**config.mk**
```make
export PLATFORM = sky130hd
export DESIGN_NAME = acs_host_cmd
export DESIGN_NICKNAME = d
export VERILOG_FILES = /design/src/shared/acs_pkg.sv /design/src/rtl/acs_host_cmd.sv /design/src/rtl/acs_sync.sv /design/src/rtl/acs_timer.sv
export SDC_FILE = /design/constraint.sdc
export NUM_CORES = 1
export LEC_CHECK = 0
export BUFFER_PORTS_ARGS = -buffer_cell sky130_fd_sc_hd__buf_2
export CORE_MARGIN = 5
export CORE_UTILIZATION = 57
export CTS_CLUSTER_SIZE = 20
export DETAILED_ROUTE_END_ITERATION = 7
export PLACE_DENSITY = 0.74
export SLEW_MARGIN = 20
export SYNTH_ARGS = -nofsm -noshare
export SYNTH_HDL_FRONTEND = slang
export SYNTH_SLANG_ARGS = --single-unit
export TNS_END_PERCENT = 50
```
**constraint.sdc**
```tcl
create_clock -name clk_sys -period 16.02 [get_ports clk_sys]
set_clock_uncertainty 0.05 [all_clocks]
set_input_delay 2.403 -clock clk_sys [delete_from_list [all_inputs] [get_ports clk_sys]]
set_output_delay 2.403 -clock clk_sys [all_outputs]
set_load 0.1 [all_outputs]
```
**src/shared/acs_pkg.sv**
```systemverilog
// constants for the host command handshake block
package acs_pkg;
    // host register offsets
    localparam logic [7:0] OFS_MBOX = 8'h40;
    localparam logic [7:0] OFS_H2D = 8'h50;
    localparam logic [7:0] OFS_D2H = 8'h58;
    localparam logic [7:0] OFS_COMM_A = 8'h60;
    localparam logic [7:0] OFS_COMM_B = 8'h61;
    localparam logic [7:0] OFS_MASK = 8'h74;
    localparam logic [7:0] OFS_LINE_STAT = 8'h75;
    // interrupt codes
    localparam logic [7:0] CMD_SOFT_RESET = 8'h12;
    localparam logic [7:0] ACK_SOFT_RESET = 8'h13;
    localparam logic [7:0] CMD_VERSION = 8'h19;
    localparam logic [7:0] CMD_CTRL_WRITE = 8'h31;
    localparam logic [7:0] ACK_CTRL_WRITE = 8'h32;
    localparam logic [7:0] CMD_STAT_READ = 8'h33;
    localparam logic [7:0] ACK_STAT_READ = 8'h34;
    localparam logic [7:0] CMD_STAT_DONE = 8'h35;
    // firmware version, value is arbitrary
    localparam logic [7:0] FW_VERSION = 8'h5a;
    // line status bit positions
    localparam int ST_FLAG = 0;
    localparam int ST_HOST_BUSY = 1;
    localparam int ST_DSP_BUSY = 2;
    localparam int ST_INIT = 3;
    localparam logic MASK_RESET = 1'b1;
    // control and status block: nine bytes, word 0 in the low byte
    localparam logic [7:0] BLK_WORDS = 8'h09;
    localparam int BLK_W = 72;
    localparam int W_CTRL = 0;
    localparam int W_MODE = 4;
    localparam int INTERFACE_SELECT_HI = 6;
    localparam int INTERFACE_SELECT_LO = 5;
    localparam logic [1:0] INTERFACE_SELECT_ALL_HOST = 2'b00;
    localparam logic [71:0] BLK_RESET = 72'h000000000000001ac1;
    localparam logic [71:0] BLK_KEEP = 72'hffff9f7fff800005f0;
    localparam logic [71:0] BLK_FIXED = 72'h000000000000001a01;
    localparam logic [71:0] BLK_EXEMPT = 72'hffff1f030000000500;
    localparam logic [7:0] CTRL_RESET = 8'hc1;
    // codec mode codes, one nibble each for encoder and decoder
    localparam logic [3:0] MODE_NEUTRAL = 4'h0;
    localparam logic [3:0] MODE_LINEAR = 4'h1;
    localparam logic [3:0] MODE_A_LAW = 4'h2;
    localparam logic [3:0] MODE_MU_LAW = 4'h3;
    localparam logic [3:0] MODE_WIDEBAND = 4'h4;
    localparam logic [3:0] MODE_LD_CELP = 4'h5;
    // synchronised pin vector layout
    localparam int PIN_W = 20;
    localparam int PIN_FRAME = 19;
    localparam int PIN_CS_N = 18;
    localparam int PIN_WR_N = 17;
    localparam int PIN_RD_N = 16;
    localparam logic [19:0] PIN_IDLE = 20'h70000;
    // timing
    localparam int CLK_PERIOD_NS = 10;
    localparam int INIT_TIME_MS = 10;
    localparam int FRAME_TIME_MS = 10;
    localparam int INIT_CYCLES = INIT_TIME_MS * 1000000 / CLK_PERIOD_NS;
    localparam int FRAME_CYCLES = FRAME_TIME_MS * 1000000 / CLK_PERIOD_NS;
endpackage : acs_pkg

```
**src/rtl/acs_host_cmd.sv**
```systemverilog
// host command handshake, mailbox and frame pipeline of the codec dsp
//
// Contract
// RQ1 - no host access during ten ms initialisation
// RQ2 - host polls line status, then reads code
// RQ3 - interrupt flag shows pending regardless of mask
// RQ4 - version code puts version, clears busy
// RQ5 - host zeroes comm registers before reset
// RQ6 - soft reset clears busy, posts ack code
// RQ7 - host clearing device busy is optional
// RQ8 - soft reset reruns init, firmware registers only
// RQ9 - control write loads block, posts ack
// RQ10 - status read fills mailbox, posts ack
// RQ11 - status done code clears host busy
// RQ12 - new settings apply from next frame
// RQ13 - three frame pipeline before status shows
// RQ14 - host holds neutral three frames first
// RQ15 - listed fields change on the fly
// RQ16 - device starts in neutral mode
// RQ17 - nine byte block with fixed layout
// RQ18 - offline mode counts exchanged frames instead
// RQ19 - control word resets to c1, low 0001
// RQ20 - four bit encoder and decoder mode codes
// RQ21 - no new request while host busy
`timescale 1ns/1ps
module acs_host_cmd #(
    parameter int unsigned INIT_CYCLES = acs_pkg::INIT_CYCLES,
    parameter int unsigned FRAME_CYCLES = acs_pkg::FRAME_CYCLES
) (
    input wire logic clk_sys,
    input wire logic rst,
    input wire logic host_cs_n,
    input wire logic host_wr_n,
    input wire logic host_rd_n,
    input wire logic [7:0] host_addr,
    input wire logic [7:0] host_data_in,
    input wire logic host_frame_strobe,
    output logic [7:0] host_data_out,
    output logic host_data_oe,
    output logic host_int_n,
    output logic init_busy,
    output logic [7:0] active_mode
);
    typedef enum logic {ACS_INIT, ACS_IDLE} acs_state_t;

    function automatic logic [71:0] acs_clean(input logic [71:0] b);
        acs_clean = (b & acs_pkg::BLK_KEEP) | acs_pkg::BLK_FIXED;
    endfunction : acs_clean

    function automatic logic acs_in_mbox(input logic [7:0] a);
        logic [7:0] off;
        off = a - acs_pkg::OFS_MBOX;
        acs_in_mbox = off < acs_pkg::BLK_WORDS;
    endfunction : acs_in_mbox

    logic [19:0] pin_raw;
    logic [19:0] pin_s;
    logic [19:0] pin_d_r;
    logic [7:0] mbox_r [9];
    logic [71:0] mbox_blk;
    logic [71:0] new_blk;
    logic [7:0] host_code_r;
    logic [7:0] dsp_code_r;
    logic [7:0] comm_a_r;
    logic [7:0] comm_b_r;
    logic host_busy_r;
    logic dsp_busy_r;
    logic mask_r;
    logic [71:0] pend_r;
    logic [71:0] act_r;
    logic [71:0] pipe_r;
    logic [71:0] stat_r;
    logic pend_vld_r;
    acs_state_t st_r;
    logic init_r;
    logic [7:0] data_out_r;
    logic data_oe_r;
    logic int_n_r;

    assign pin_raw = {host_frame_strobe, host_cs_n, host_wr_n, host_rd_n,
                      host_addr, host_data_in};

    acs_sync #(.W(acs_pkg::PIN_W), .IDLE(acs_pkg::PIN_IDLE)) u_sync (
        .clk_sys(clk_sys),
        .rst(rst),
        .d(pin_raw),
        .q(pin_s)
    );

    always_ff @(posedge clk_sys or posedge rst) begin
        if (rst) begin
            pin_d_r <= acs_pkg::PIN_IDLE;
        end else begin
            pin_d_r <= pin_s;
        end
    end

    // a write completes on the rising edge of the write strobe
    wire wr_fire = pin_s[acs_pkg::PIN_WR_N] & ~pin_d_r[acs_pkg::PIN_WR_N]
                   & ~pin_d_r[acs_pkg::PIN_CS_N];
    wire [7:0] wr_addr = pin_d_r[15:8];
    wire [7:0] wr_data = pin_d_r[7:0];
    wire [7:0] wr_off = wr_addr - acs_pkg::OFS_MBOX;
    wire [7:0] rd_addr = pin_s[15:8];
    wire [7:0] rd_off = rd_addr - acs_pkg::OFS_MBOX;
    wire rd_act = ~pin_s[acs_pkg::PIN_RD_N] & ~pin_s[acs_pkg::PIN_CS_N];
    wire frame_rise = pin_s[acs_pkg::PIN_FRAME] & ~pin_d_r[acs_pkg::PIN_FRAME];

    // RQ1 writes ignored while initialising
    wire wr_ok = wr_fire & (st_r == ACS_IDLE);
    // RQ21 a new code is dropped while the previous one is pending
    wire wr_cmd = wr_ok & (wr_addr == acs_pkg::OFS_H2D) & ~host_busy_r;
    wire wr_mbox = wr_ok & acs_in_mbox(wr_addr);
    wire wr_ca = wr_ok & (wr_addr == acs_pkg::OFS_COMM_A);
    wire wr_cb = wr_ok & (wr_addr == acs_pkg::OFS_COMM_B);
    wire wr_mask = wr_ok & (wr_addr == acs_pkg::OFS_MASK);
    wire dsp_clr = wr_ok & (wr_addr == acs_pkg::OFS_LINE_STAT)
                   & wr_data[acs_pkg::ST_DSP_BUSY];

    // command decode: one code is served the cycle after it lands
    wire cmd_go = (st_r == ACS_IDLE) & host_busy_r;
    wire is_ver = cmd_go & (host_code_r == acs_pkg::CMD_VERSION);
    wire is_srst = cmd_go & (host_code_r == acs_pkg::CMD_SOFT_RESET);
    wire is_cwr = cmd_go & (host_code_r == acs_pkg::CMD_CTRL_WRITE);
    wire is_srd = cmd_go & (host_code_r == acs_pkg::CMD_STAT_READ);
    wire is_sack = cmd_go & (host_code_r == acs_pkg::CMD_STAT_DONE);
    wire dsp_post = is_srst | is_cwr | is_srd;
    wire [7:0] dsp_code_nxt = is_srst ? acs_pkg::ACK_SOFT_RESET :
                              is_cwr ? acs_pkg::ACK_CTRL_WRITE :
                              acs_pkg::ACK_STAT_READ;

    // RQ18 with all data on the host, frames are counted by the host
    wire offline = act_r[acs_pkg::INTERFACE_SELECT_HI:acs_pkg::INTERFACE_SELECT_LO]
                   == acs_pkg::INTERFACE_SELECT_ALL_HOST;
    wire timer_tick;
    wire init_tick;
    wire frame_tick = offline ? frame_rise : timer_tick;

    acs_timer #(.CYCLES(FRAME_CYCLES)) u_frame (
        .clk_sys(clk_sys),
        .rst(rst),
        .restart(1'b0),
        .run(1'b1),
        .tick(timer_tick)
    );

    // RQ8 init timer restarted by a soft reset
    acs_timer #(.CYCLES(INIT_CYCLES)) u_init (
        .clk_sys(clk_sys),
        .rst(rst),
        .restart(is_srst),
        .run(st_r == ACS_INIT),
        .tick(init_tick)
    );

    wire acs_state_t st_nxt = is_srst ? ACS_INIT :
                              init_tick ? ACS_IDLE : st_r;

    always_comb begin
        for (int i = 0; i < 9; i++) begin
            mbox_blk[i*8 +: 8] = mbox_r[i];
        end
    end

    // RQ17 fixed bits and the zero byte are forced on every block
    assign new_blk = acs_clean(mbox_blk);

    // RQ15 exempt fields take effect at once
    wire [71:0] fly_blk = (act_r & ~acs_pkg::BLK_EXEMPT)
                          | (new_blk & acs_pkg::BLK_EXEMPT);
    // RQ12 the rest waits for the next frame boundary
    wire [71:0] act_nxt = is_cwr ? fly_blk :
                          (frame_tick & pend_vld_r) ? pend_r : act_r;
    wire pend_vld_nxt = is_cwr | (pend_vld_r & ~frame_tick);

    always_ff @(posedge clk_sys or posedge rst) begin
        if (rst) begin
            st_r <= ACS_INIT;
            init_r <= 1'b1;
        end else begin
            st_r <= st_nxt;
            init_r <= st_nxt == ACS_INIT;
        end
    end

    // RQ9 RQ10 RQ11 RQ4 host busy cleared as each code is served
    always_ff @(posedge clk_sys or posedge rst) begin
        if (rst) begin
            host_code_r <= 8'h00;
            host_busy_r <= 1'b0;
        end else if (wr_cmd) begin
            host_code_r <= wr_data;
            host_busy_r <= 1'b1;
        end else if (cmd_go) begin
            host_busy_r <= 1'b0;
        end
    end

    // RQ6 ack code posted and device busy raised
    // RQ7 a post in the same cycle as a host clear wins
    always_ff @(posedge clk_sys or posedge rst) begin
        if (rst) begin
            dsp_code_r <= 8'h00;
            dsp_busy_r <= 1'b0;
        end else begin
            dsp_busy_r <= dsp_post | (dsp_busy_r & ~dsp_clr);
            if (dsp_post) begin
                dsp_code_r <= dsp_code_nxt;
            end
        end
    end

    // RQ4 version lands in the first comm register
    always_ff @(posedge clk_sys or posedge rst) begin
        if (rst) begin
            comm_a_r <= 8'h00;
            comm_b_r <= 8'h00;
            mask_r <= acs_pkg::MASK_RESET;
        end else begin
            if (is_ver) begin
                comm_a_r <= acs_pkg::FW_VERSION;
            end else if (wr_ca) begin
                comm_a_r <= wr_data;
            end
            if (wr_cb) begin
                comm_b_r <= wr_data;
            end
            if (wr_mask) begin
                mask_r <= wr_data[0];
            end
        end
    end

    // RQ10 status copy into the mailbox beats a host write
    always_ff @(posedge clk_sys or posedge rst) begin
        if (rst) begin
            for (int i = 0; i < 9; i++) begin
                mbox_r[i] <= 8'h00;
            end
        end else if (is_srd) begin
            for (int i = 0; i < 9; i++) begin
                mbox_r[i] <= stat_r[i*8 +: 8];
            end
        end else if (wr_mbox) begin
            mbox_r[wr_off[3:0]] <= wr_data;
        end
    end

    // RQ16 RQ19 RQ8 firmware registers back to defaults on any reset
    // RQ13 input, coding and output stages shift once per frame
    always_ff @(posedge clk_sys or posedge rst) begin
        if (rst) begin
            pend_r <= acs_pkg::BLK_RESET;
            act_r <= acs_pkg::BLK_RESET;
            pipe_r <= acs_pkg::BLK_RESET;
            stat_r <= acs_pkg::BLK_RESET;
            pend_vld_r <= 1'b0;
        end else if (is_srst) begin
            pend_r <= acs_pkg::BLK_RESET;
            act_r <= acs_pkg::BLK_RESET;
            pipe_r <= acs_pkg::BLK_RESET;
            stat_r <= acs_pkg::BLK_RESET;
            pend_vld_r <= 1'b0;
        end else begin
            act_r <= act_nxt;
            pend_vld_r <= pend_vld_nxt;
            if (is_cwr) begin
                pend_r <= new_blk;
            end
            if (frame_tick) begin
                pipe_r <= act_r;
                stat_r <= pipe_r;
            end
        end
    end

    // RQ3 flag follows the pending interrupt, mask only gates the line
    wire [7:0] line_stat = {4'h0, init_r, dsp_busy_r, host_busy_r, dsp_busy_r};
    wire [7:0] rd_val =
        acs_in_mbox(rd_addr) ? mbox_r[rd_off[3:0]] :
        (rd_addr == acs_pkg::OFS_H2D) ? host_code_r :
        (rd_addr == acs_pkg::OFS_D2H) ? dsp_code_r :
        (rd_addr == acs_pkg::OFS_COMM_A) ? comm_a_r :
        (rd_addr == acs_pkg::OFS_COMM_B) ? comm_b_r :
        (rd_addr == acs_pkg::OFS_MASK) ? {7'h00, mask_r} :
        (rd_addr == acs_pkg::OFS_LINE_STAT) ? line_stat : 8'h00;

    always_ff @(posedge clk_sys or posedge rst) begin
        if (rst) begin
            data_out_r <= 8'h00;
            data_oe_r <= 1'b0;
            int_n_r <= 1'b1;
        end else begin
            data_out_r <= rd_val;
            data_oe_r <= rd_act;
            int_n_r <= ~(dsp_busy_r & mask_r);
        end
    end

    assign host_data_out = data_out_r;
    assign host_data_oe = data_oe_r;
    assign host_int_n = int_n_r;
    assign init_busy = init_r;
    // RQ20 encoder nibble high, decoder nibble low
    assign active_mode = act_r[acs_pkg::W_MODE*8 +: 8];

    // helper: length of the initialisation phase
    logic [31:0] init_len_r;
    always_ff @(posedge clk_sys or posedge rst) begin
        if (rst) begin
            init_len_r <= 32'h0;
        end else if (st_r == ACS_INIT) begin
            init_len_r <= init_len_r + 32'h1;
        end else begin
            init_len_r <= 32'h0;
        end
    end
endmodule : acs_host_cmd

```
**src/rtl/acs_sync.sv**
```systemverilog
// two flip-flop synchroniser for a vector of pins
`timescale 1ns/1ps
module acs_sync #(
    parameter int W = 1,
    parameter logic [W-1:0] IDLE = '0
) (
    input wire logic clk_sys,
    input wire logic rst,
    input wire logic [W-1:0] d,
    output logic [W-1:0] q
);
    logic [W-1:0] meta_r;
    logic [W-1:0] q_r;

    always_ff @(posedge clk_sys or posedge rst) begin
        if (rst) begin
            meta_r <= IDLE;
            q_r <= IDLE;
        end else begin
            meta_r <= d;
            q_r <= meta_r;
        end
    end

    assign q = q_r;
endmodule : acs_sync

```
**src/rtl/acs_timer.sv**
```systemverilog
// cycle timer that pulses once every CYCLES enabled cycles
`timescale 1ns/1ps
module acs_timer #(
    parameter int unsigned CYCLES = 4
) (
    input wire logic clk_sys,
    input wire logic rst,
    input wire logic restart,
    input wire logic run,
    output logic tick
);
    logic [31:0] cnt_r;
    logic at_end;

    assign at_end = cnt_r == 32'(CYCLES - 1);
    assign tick = run & ~restart & at_end;

    always_ff @(posedge clk_sys or posedge rst) begin
        if (rst) begin
            cnt_r <= 32'h0;
        end else if (restart || tick) begin
            cnt_r <= 32'h0;
        end else if (run) begin
            cnt_r <= cnt_r + 32'h1;
        end
    end
endmodule : acs_timer

```
After elaboration in Yosys (flattened, before gate mapping):

Index checks and enable logic that the tools add are counted.

* bitwise gates (word level): 43
* add/subtract/negate cells: 4
* mux-type cells: 37
* $lt $le $gt $ge: 5
* reductions and logical operators: 9
* eq/ne operators: 18

Operators by type and width (number)
* 72-bit two-way mux: 11
* 32-bit two-way mux: 3
* 8-bit by 7-bit == test with 1-bit output (second input constant): 11
* 8-bit two-way mux: 10
* 72-bit bitwise mux: 1
* 56-bit by 72-bit OR with 72-bit output: 1
* 32-bit by 1-bit adder with 32-bit output (second input constant): 2
* 32-bit by 20-bit == test with 1-bit output (second input constant): 2
* 8-bit binary-select mux with 4-bit select: 1
* 8-bit demux with 4-bit select: 1
* 1-bit bitwise AND: 24
* 8-bit by 5-bit == test with 1-bit output (second input constant): 2
* 8-bit by 6-bit == test with 1-bit output (second input constant): 2
* 8-bit by 4-bit less-than comparator with 1-bit output (second input constant): 2
* 8-bit by 7-bit subtractor with 8-bit output (second input constant): 2
* 1-bit NOT: 12
* 5-bit >= comparator (second input constant): 2
* 4-bit NOT with 5-bit output: 2
* 2-bit nonzero test: 5
* 4-bit two-way mux: 2
* 1-bit two-way mux: 6
* 6-bit two-way mux: 1
* 5-bit by 1-bit less-than comparator with 1-bit output (second input constant): 1
* 1-bit OR: 4
* other kinds (6): 6

* register bits: 532
* word-level logic and storage cells: 147
* output and inout port bits: 19

Depth between registers and ports, before layout:

Gate-level depths: netlist of run 1.

* depth after elaboration: 9
* mapped depth: 8
* gate-level depth less buffers: 6

By module:

A second synthesis of run 1 with hierarchy kept.

* cell total of the unflattened synthesis: 1614
* area, all modules: 18297.5 um2

Modules (own cells, without submodules)
* acs_host_cmd: seq. area each 7952.6 um2, area an instance 13942.1 um2, times used 1, cells an instance 1237
* acs_timer: seq. area each 800.8 um2, area an instance 1671.6 um2, times used 2, cells an instance 168
* acs_sync: seq. area each 1008.5 um2, area an instance 1012.2 um2, times used 1, cells an instance 41

Least setup slack after synthesis of run 1:

Ideal clock, no wire load.

* kind: flip-flop to output port
* from: reg data_oe_r (netlist: host_data_oe)
* to: out host_data_oe
* data arrival time: 0.883 ns
* cell stages (with the launch flop): 1
* data required time: 13.567 ns
* path buffers: 0
* slack: 12.684 ns
* cell sequence: dfrtp_1

RTL lines
* from (decl): line acs_host_cmd.sv:77 `logic data_oe_r;`
* from (signal assigned): line acs_host_cmd.sv:295 `data_oe_r <= rd_act;`
* to (decl): line acs_host_cmd.sv:39 `output logic host_data_oe,`

No word-level cell between the ends.

==> results.md, run 1 <==
- Outcome: complete, no violations
- DR iter-0 viols: 851
- Sequential area share after synthesis: 59.1%
- DRT Wirelength: 39200 um
- Util after Layout: 64.4%
- Layout cells sized above 1: 15.1%
- Ordered cell list for the critical path: buf_2, inv_8, buf_6, buf_4
- Critical path launch point type: input pin
- Number of global-route vias before repair: 11800
- Critical Path Fanout Max: 134
- Commonest cells post-synth: dfrtp_1 (399), nand2_1 (228), mux2i_1 (180)
- Post-synth EDFFs: 0
- Layout Nets: 1557
- YS warnings: 0
- Clk pin slew, worst setup/hold paths: 0.06 ns
- Gr busiest metal: met2
- CTS Buffer Depth: 3
- Syn_area_per_cell: 11.7 um^2
- Yosys top cell area share: 55.9%
- Final hold vios: 0
- CTS resizes: 0
- Worst Hold Class: reg -> reg
- Post-CTS Hold Buffers: 0
- Worst VDD drop: 0.102 mV
- Yosys reg bits: 421
- Area growth from synthesis to layout: 10.9%
- Clk root buf: clkbuf_16
- Critical path type: in -> async
- Leakage: 9.76 nW
- GR Overflow Total: 0
- CP bufs+invs: 4
- Met2 Resource Use GR: 36.2%
- Min Tclk post-route: 4.10 ns
- Relative slew margins: 31.1%
- CP required: 16.54 ns
- Pwr Total: 2.16 mW
- Synth Cell Area: 0.0179 mm^2
- Largest net degree at the start of global routing: 135
- IO buf count: 40
- Vert. Die Dim: 187 um
- Initial antenna violation count: 0
- Critical Path End Type: asynchronous set/reset pin
- Hold WS: 0.296 ns
- Top_reg_cell synth: dfrtp_1
- Sw Share: 21.3%
- Routed WL per cell: 20.0 um
- Ports: 41
- Later-pin clock latency in the skew report: 0.54 ns
- TNS Setup: 0 ns
- First-pass GRT wire length: 64400 um
- Routed vias: 11700
- First-pass detailed-route iteration total: 5
- Die Span X: 187 um
- # rows: 64
- RSZ-0062 raised after global routing: no
- CTS buffer count: 44
- Antenna cells: 0
- Final Non-Filler Cells: 1962
- Detailed Place HPWL: 24000 um
- Area leader, netlist: dfrtp_1
- Top post-synthesis cells by area: dfrtp_1 (56%), mux2i_1 (10%), nand2_1 (4.8%), dfstp_2 (3.2%), mux2_2 (2.6%)
- GRT Util Overall: 22.5%
- Antenna-violating nets left: 0
- Met1 usage: 32.1%
- Die area: 0.0350 mm^2
- Setup Viol. Count Final: 0
- Clock share of power: 47.4%
- Fmax: 244 MHz
- Ys async rst share: 100%
- Cell-internal power: 1.70 mW
- Met3 Track Usage GR: 3.94%
- Post-CTS setup buffers: 0
- Count leader, synth: dfrtp_1
- Final Cycle Share: 25.6%
- Slew @ Worst Pin: 1.03 ns
- Post-synthesis net count: 1547
- Core box area: 0.0307 mm^2
- GPL Wtd Cong: 0.875
- Final Max Tran Viols: 0
- Pwr dens: 109 mW/mm^2
- Post-synth cell types: 73
- Crit path DAT: 4.62 ns
- H-tree Lvls: 2
- # DRC: 0
- Combinational share of power: 2.3%
- Sw power: 0.458 mW
- Placed Cells: 1883
- Register share of total power: 50.3%
- Post-Syn Instances: 1523
- Cell family with most CP delay: buffers and inverters
- Max-cap violations: 0
- Worst path slowest cell: buf_4
- Slowest stage delay, CP: 0.74 ns
- CTS tree: done
- Starting density of the core: 58.1%
- # clock sinks: 421
- Vias/cell: 5.96
[power groups by stage]
| stage | clock [mW] | combinational [mW] | sequential [mW] |
|---|---|---|---|
| global route | 1.09 | 0.0556 | 1.08 |
| finish | 1.02 | 0.0493 | 1.08 |
| floorplan | 0 | 0.0387 | 1.10 |
| detailed placement | 0 | 0.0509 | 1.10 |
| global placement | 0 | 0.0506 | 1.10 |
| CTS | 1.04 | 0.0511 | 1.08 |
[layout by cell type (no fill, tap or decap), types with 5 or more instances in the layout]
cell type  netlist  routed
xnor2_1         24      24
mux2_2          41      41
a22o_1          25      25
dfstp_2         22      22
and4_1           6       6
o2bb2ai_1       17      17
nor2b_1          9       9
and3_1          14      14
nor2_1         122     121
clkbuf_16        0      45
nand4_1         29      29
buf_4            8      17
or3_1            5       5
buf_2           14      40
mux4_2          16      16
o21ai_0         15      15
dfrtp_1        399     399
or4_1            6       6
nand3_1         41      40
nand2_1        228     228
a21oi_1         85      85
mux2i_1        180     180
nor4_1          14      12
inv_1           16      15
clkbuf_8         0      11
xor2_1          28      28
clkbuf_1        65      10
nor3_1          10       9
clkinv_2         0       9
[path summary, 6_finish.rpt]
kind | startpoint | end | slack, ns | cells past startpoint
max | rst | u_init.cnt_r[5]$_DFFE_PP0P_ | 11.92 | 4
min | u_sync.meta_r[4]$_DFF_PP0_ | u_sync.q[4]$_DFF_PP0_ | 0.30 | 0
max reg2reg | st_r$_DFF_PP0_ | mbox_blk[2]$_DFFE_PP0P_ | 12.15 | 8
min reg2reg | u_sync.meta_r[4]$_DFF_PP0_ | u_sync.q[4]$_DFF_PP0_ | 0.30 | 0
max in group clk_sys | init_busy$_DFF_PP1_ | init_busy | 12.08 | 1
min in group asynchronous | rst | pipe_r[35]$_DFFE_PP0P_ | 1.98 | 2
[final cells by class]
type / instances / area [um^2]
Clock inverter: 13 / 144
Inverter: 16 / 67.6
Sequential cell: 421 / 10600
Tap cell: 396 / 495
Clock buffer: 66 / 1320
Timing Repair Buffer: 58 / 339
Fill cell: 2325 / 11000
Multi-Input combinational cell: 992 / 6870
[routing by layer]
metal  share of wire (%)  vias up
li1                    -     5346
met1                  44     5906
met2                  47      354
met3                 6.1       80
met4                 2.4        0
met5                   0        -
[flip-flops by register name, summed over array words and instances (netlist names), 5 cells and up]
name	count
pin_d_r	19
mbox_blk	72
u_init.cnt_r	32
host_data_out	8
pipe_r	46
comm_a_r	8
pend_r	44
dsp_code_r	5
u_sync.meta_r	20
host_code_r	8
u_frame.cnt_r	32
stat_r	46
comm_b_r	8
u_sync.q	20
act_r	45
[stage by stage]
| stage | cell area (um^2) | setup slack [ns] |
|---|---|---|
| 2_1_floorplan | 17900 | 1.88 |
| 3_3_place_gp | 18300 | 10.97 |
| 3_5_place_dp | 18300 | 10.93 |
| 4_1_cts | 19800 | 11.47 |
| 5_1_grt | 19800 | 11.47 |
| 6_report | 19800 | 11.92 |
[cell families after synthesis]
logic type	after synthesis	share of synthesized area [%]
flops	421	59.1
mux	238	14.8
compound gates	177	6.52
buf+inv	110	2.85
fa+ha+maj	2	0.140
simple gates	523	14.0
xor+xnor	52	2.55
[worst register-to-register path, cell delays in order, from the launching register on]
cell and delay [ns]:
dfrtp_1 0.73, nand2b_1 0.26, nor3_1 0.47, nand4_1 0.68
buf_4 0.48, buf_4 0.40, nor2_1 0.25, buf_4 0.30
a21oi_1 0.08
Power figures use the tool's default switching activity.
==> run 2: changes to the inputs <==
--- a/config.mk
+++ b/config.mk
@@ -5,12 +5,13 @@
 export SDC_FILE = /design/constraint.sdc
 export NUM_CORES = 1
 export LEC_CHECK = 0
+export ABC_AREA = 1
 export BUFFER_PORTS_ARGS = -buffer_cell sky130_fd_sc_hd__buf_2
 export CORE_MARGIN = 5
 export CORE_UTILIZATION = 57
 export CTS_CLUSTER_SIZE = 20
 export DETAILED_ROUTE_END_ITERATION = 7
-export PLACE_DENSITY = 0.74
+export PLACE_DENSITY = 0.76
 export SLEW_MARGIN = 20
 export SYNTH_ARGS = -nofsm -noshare
 export SYNTH_HDL_FRONTEND = slang
==> constraint.sdc (replaced) <==
create_clock -name clk_sys -period 3.3 [get_ports clk_sys]
set_clock_uncertainty 0.05 [all_clocks]
set_input_delay 0.495 -clock clk_sys [delete_from_list [all_inputs] [get_ports clk_sys]]
set_output_delay 0.495 -clock clk_sys [all_outputs]
set_load 0.1 [all_outputs]
==> run 2 against run 1 <==
Sequential share of layout area decreased by 3.0 points. Total power increased to 5.0 times the previous value. Area after synthesis grew 4.2%. Via count rose by 33%. Largest cell class unchanged. Highest routed layer unchanged.
==> results.md, run 2 <==
- Final Cycle Share: 82.0%
- Vias/cell: 5.78 (-2.9%)
- Outcome: complete, no violations
- Met2 Resource Use GR: 45.7% (+9.5 points)
- Pwr dens: 517 mW/mm^2 (+370%)
- DR iter-0 viols: 1402 (+65%)
- Routed vias: 15600 (+33%)
- Ports: 41 (unchanged)
- Post-synthesis net count: 2186 (+41%)
- Yosys top cell area share: 53.7% (-2.2 points)
- GPL Wtd Cong: 1.04 (+19%)
- Starting density of the core: 57.5% (-0.60 points)
- Max reg flops: 72 (unchanged)
- Synth Cell Area: 0.0186 mm^2 (+4.2%)
- Post-synth cell types: 43 (-41%)
- TNS Setup: 0 ns (unchanged)
- Placed Cells: 2597 (+38%)
- Final Non-Filler Cells: 2697 (+37%)
- Syn_area_per_cell: 8.61 um^2 (-27%)
- Commonest cells post-synth: nand2_1 (517), dfrtp_1 (399), inv_1 (258)
- GRT Util Overall: 29.0% (+6.5 points)
- Setup Viol. Count Final: 0 (unchanged)
- CTS buffer count: 44 (unchanged)
- CTS Buffer Depth: 3 (unchanged)
- Layout cells sized above 1: 8.91% (-6.2 points)
- # rows: 66 (+3.1%)
- CP required: 3.64 ns (-12.90 ns)
- Setup WS post-layout: 0.594 ns (-11.32 ns)
- Pwr Total: 10.8 mW (+400%)
- DRT Wirelength: 51900 um (+32%)
- Vert. Die Dim: 191 um (+2.0%)
- Yosys reg bits: 421 (unchanged)
- Worst Hold Class: in -> async
- Critical path type: reg -> reg
- Post-CTS setup buffers: 0 (unchanged)
- Post-CTS Hold Buffers: 20 (+20)
- GR Overflow Total: 0 (unchanged)
- Met1 usage: 40.4% (+8.3 points)
- First-pass GRT wire length: 83600 um (+30%)
- Min Tclk post-route: 2.71 ns
- Hold WS: 0.0332 ns (-0.263 ns)
- RSZ-0062 raised after global routing: no
- Detailed Place HPWL: 35800 um (+49%)
- Clk pin slew, worst setup/hold paths: 0.06 ns (about the same)
- CTS tree: done
- Leakage: 10.0 nW (+2.4%)
- Final hold vios: 0 (unchanged)
- Crit path DAT: 3.05 ns (-1.57 ns)
- Area growth from synthesis to layout: 12.9%
- Gr busiest metal: met2
- Post-Syn Instances: 2162 (+42%)
- Max-cap violations: 0 (unchanged)
- Largest net degree at the start of global routing: 90 (-33%)
- Met3 Track Usage GR: 4.89% (+0.95 points)
- IO buf count: 40 (unchanged)
- Count leader, synth: nand2_1
- Number of global-route vias before repair: 15400 (+31%)
- Relative slew margins: 38.5% (+7.4 points)
- Commonest non-fill, non-tap cells in the layout: nand2_1 (517), dfrtp_1 (399), inv_1 (257)
- Later-pin clock latency in the skew report: 0.56 ns (+0.02 ns)
- Slew @ Worst Pin: 0.915 ns (-0.119 ns)
- Critical Path End Type: register
- Routed WL per cell: 19.2 um (-3.8%)
- Die area: 0.0364 mm^2 (+4.0%)
- H-tree Lvls: 2 (unchanged)
- Ys async rst share: 100% (unchanged)
- Core box area: 0.0324 mm^2 (+5.3%)
- Clk root buf: clkbuf_16
- Final Max Tran Viols: 0 (unchanged)
- Die Span X: 191 um (+2.0%)
- Sequential area share after synthesis: 56.8% (-2.4 points)
- Critical path launch point type: register
- Layout Nets: 2245 (+44%)
- # clock sinks: 421 (unchanged)
- Post-synth EDFFs: 0 (unchanged)
- Most common cell after layout, fill and taps aside: nand2_1
- Initial antenna violation count: 0 (unchanged)
- YS warnings: 0 (unchanged)
- Area leader, netlist: dfrtp_1
- Top_reg_cell synth: dfrtp_1
- Worst VDD drop: 0.439 mV (+330%)
- Fmax: 369 MHz
- Top post-synthesis cells by area: dfrtp_1 (54%), nand2_1 (10%), inv_1 (5.2%), nand3_1 (4.8%), o21ai_0 (4.5%)
- Antenna-violating nets left: 0 (unchanged)
- First-pass detailed-route iteration total: 6 (+1)
- CTS resizes: 0 (unchanged)
- Critical Path Fanout Max: 40 (-70%)
- # DRC: 0 (unchanged)
- Antenna cells: 0 (unchanged)
- Pre-CTS WS: 0.672 ns (-10.25 ns)
==> run 2: cell types whose count changed after synthesis, sizes merged, moves of 24 or more <==
cell,delta
nand2,+292
inv,+251
nor2,+58
mux2,-42
buf,+24
nand4,+29
clkbuf,-38
a22o,-25
a21oi,-31
mux2i,-180
o21ai,+171
nand3,+136
nor3,+43
o22ai,+46
==> run 2: metrics by stage <==
stage,util [%],instance area [um^2]
after floorplan,-,18600
after global placement,59.5,19300
after detailed placement,59.5,19300
after CTS,64.9,21000
after global routing,64.9,21000
final,64.9,21000
==> run 2: path summary, 6_finish.rpt <==
path,from,end,slack (ns),cells after the start
min,rst,mbox_blk[46]$_DFFE_PP0P_,0.03,2
min reg2reg,u_sync.meta_r[17]$_DFF_PP1_,u_sync.q[17]$_DFF_PP1_,0.29,0
max reg2reg,u_frame.cnt_r[0]$_DFF_PP0_,stat_r[37]$_DFFE_PP0P_,0.59,11
min in group clk_sys,u_sync.meta_r[17]$_DFF_PP1_,u_sync.q[17]$_DFF_PP1_,0.29,0
max,u_frame.cnt_r[0]$_DFF_PP0_,stat_r[37]$_DFFE_PP0P_,0.59,11
max in group asynchronous,rst,comm_b_r[5]$_DFFE_PP0P_,2.05,3
==> run 2: critical path: stages (launching register included) <==
cell and delay (ns):
dfrtp_1 0.41, ha_1 0.21, nand3_1 0.20, inv_1 0.16, nand2_1 0.11, nor2_1 0.12
nand3_1 0.11, nand2_2 0.10, buf_4 0.27, nor2_2 0.07, inv_2 0.52, o21ai_0 0.19
==> run 2: cell families after synthesis <==
| logic type | after synthesis | synth area share [%] |
|---|---|---|
| fa+ha+maj | 2 | 0.134 |
| simple gates | 1018 | 23.8 |
| xor+xnor | 30 | 1.41 |
| flops | 421 | 56.8 |
| compound gates | 341 | 10.2 |
| buf+inv | 350 | 7.66 |
==> run 2: metal layers <==
metal	share of wire, %	vias up	wire length [um]
met4	4.3	0	2220
met2	46	675	23800
met5	0	-	0
met3	7.1	151	3690
met1	43	7573	22200
li1	-	7195	-
==> run 2: area by class of cell <==
type,count,area (um^2)
Multi-Input combinational cell,1391,6630
Fill cell,2714,11400
Tap cell,442,553
Sequential cell,421,10600
Inverter,270,1020
Clock buffer,66,1330
Clock inverter,14,214
Timing Repair Buffer,93,698
==> run 2: power by group <==
group          switching, mW  total, mW  leakage, nW  internal (mW)
logic                  0.264      0.347         3.61         0.0830
clock network           2.04       5.21        0.760           3.17
registers             0.0538       5.29         5.62           5.24
total                   2.35       10.8         10.0           8.49
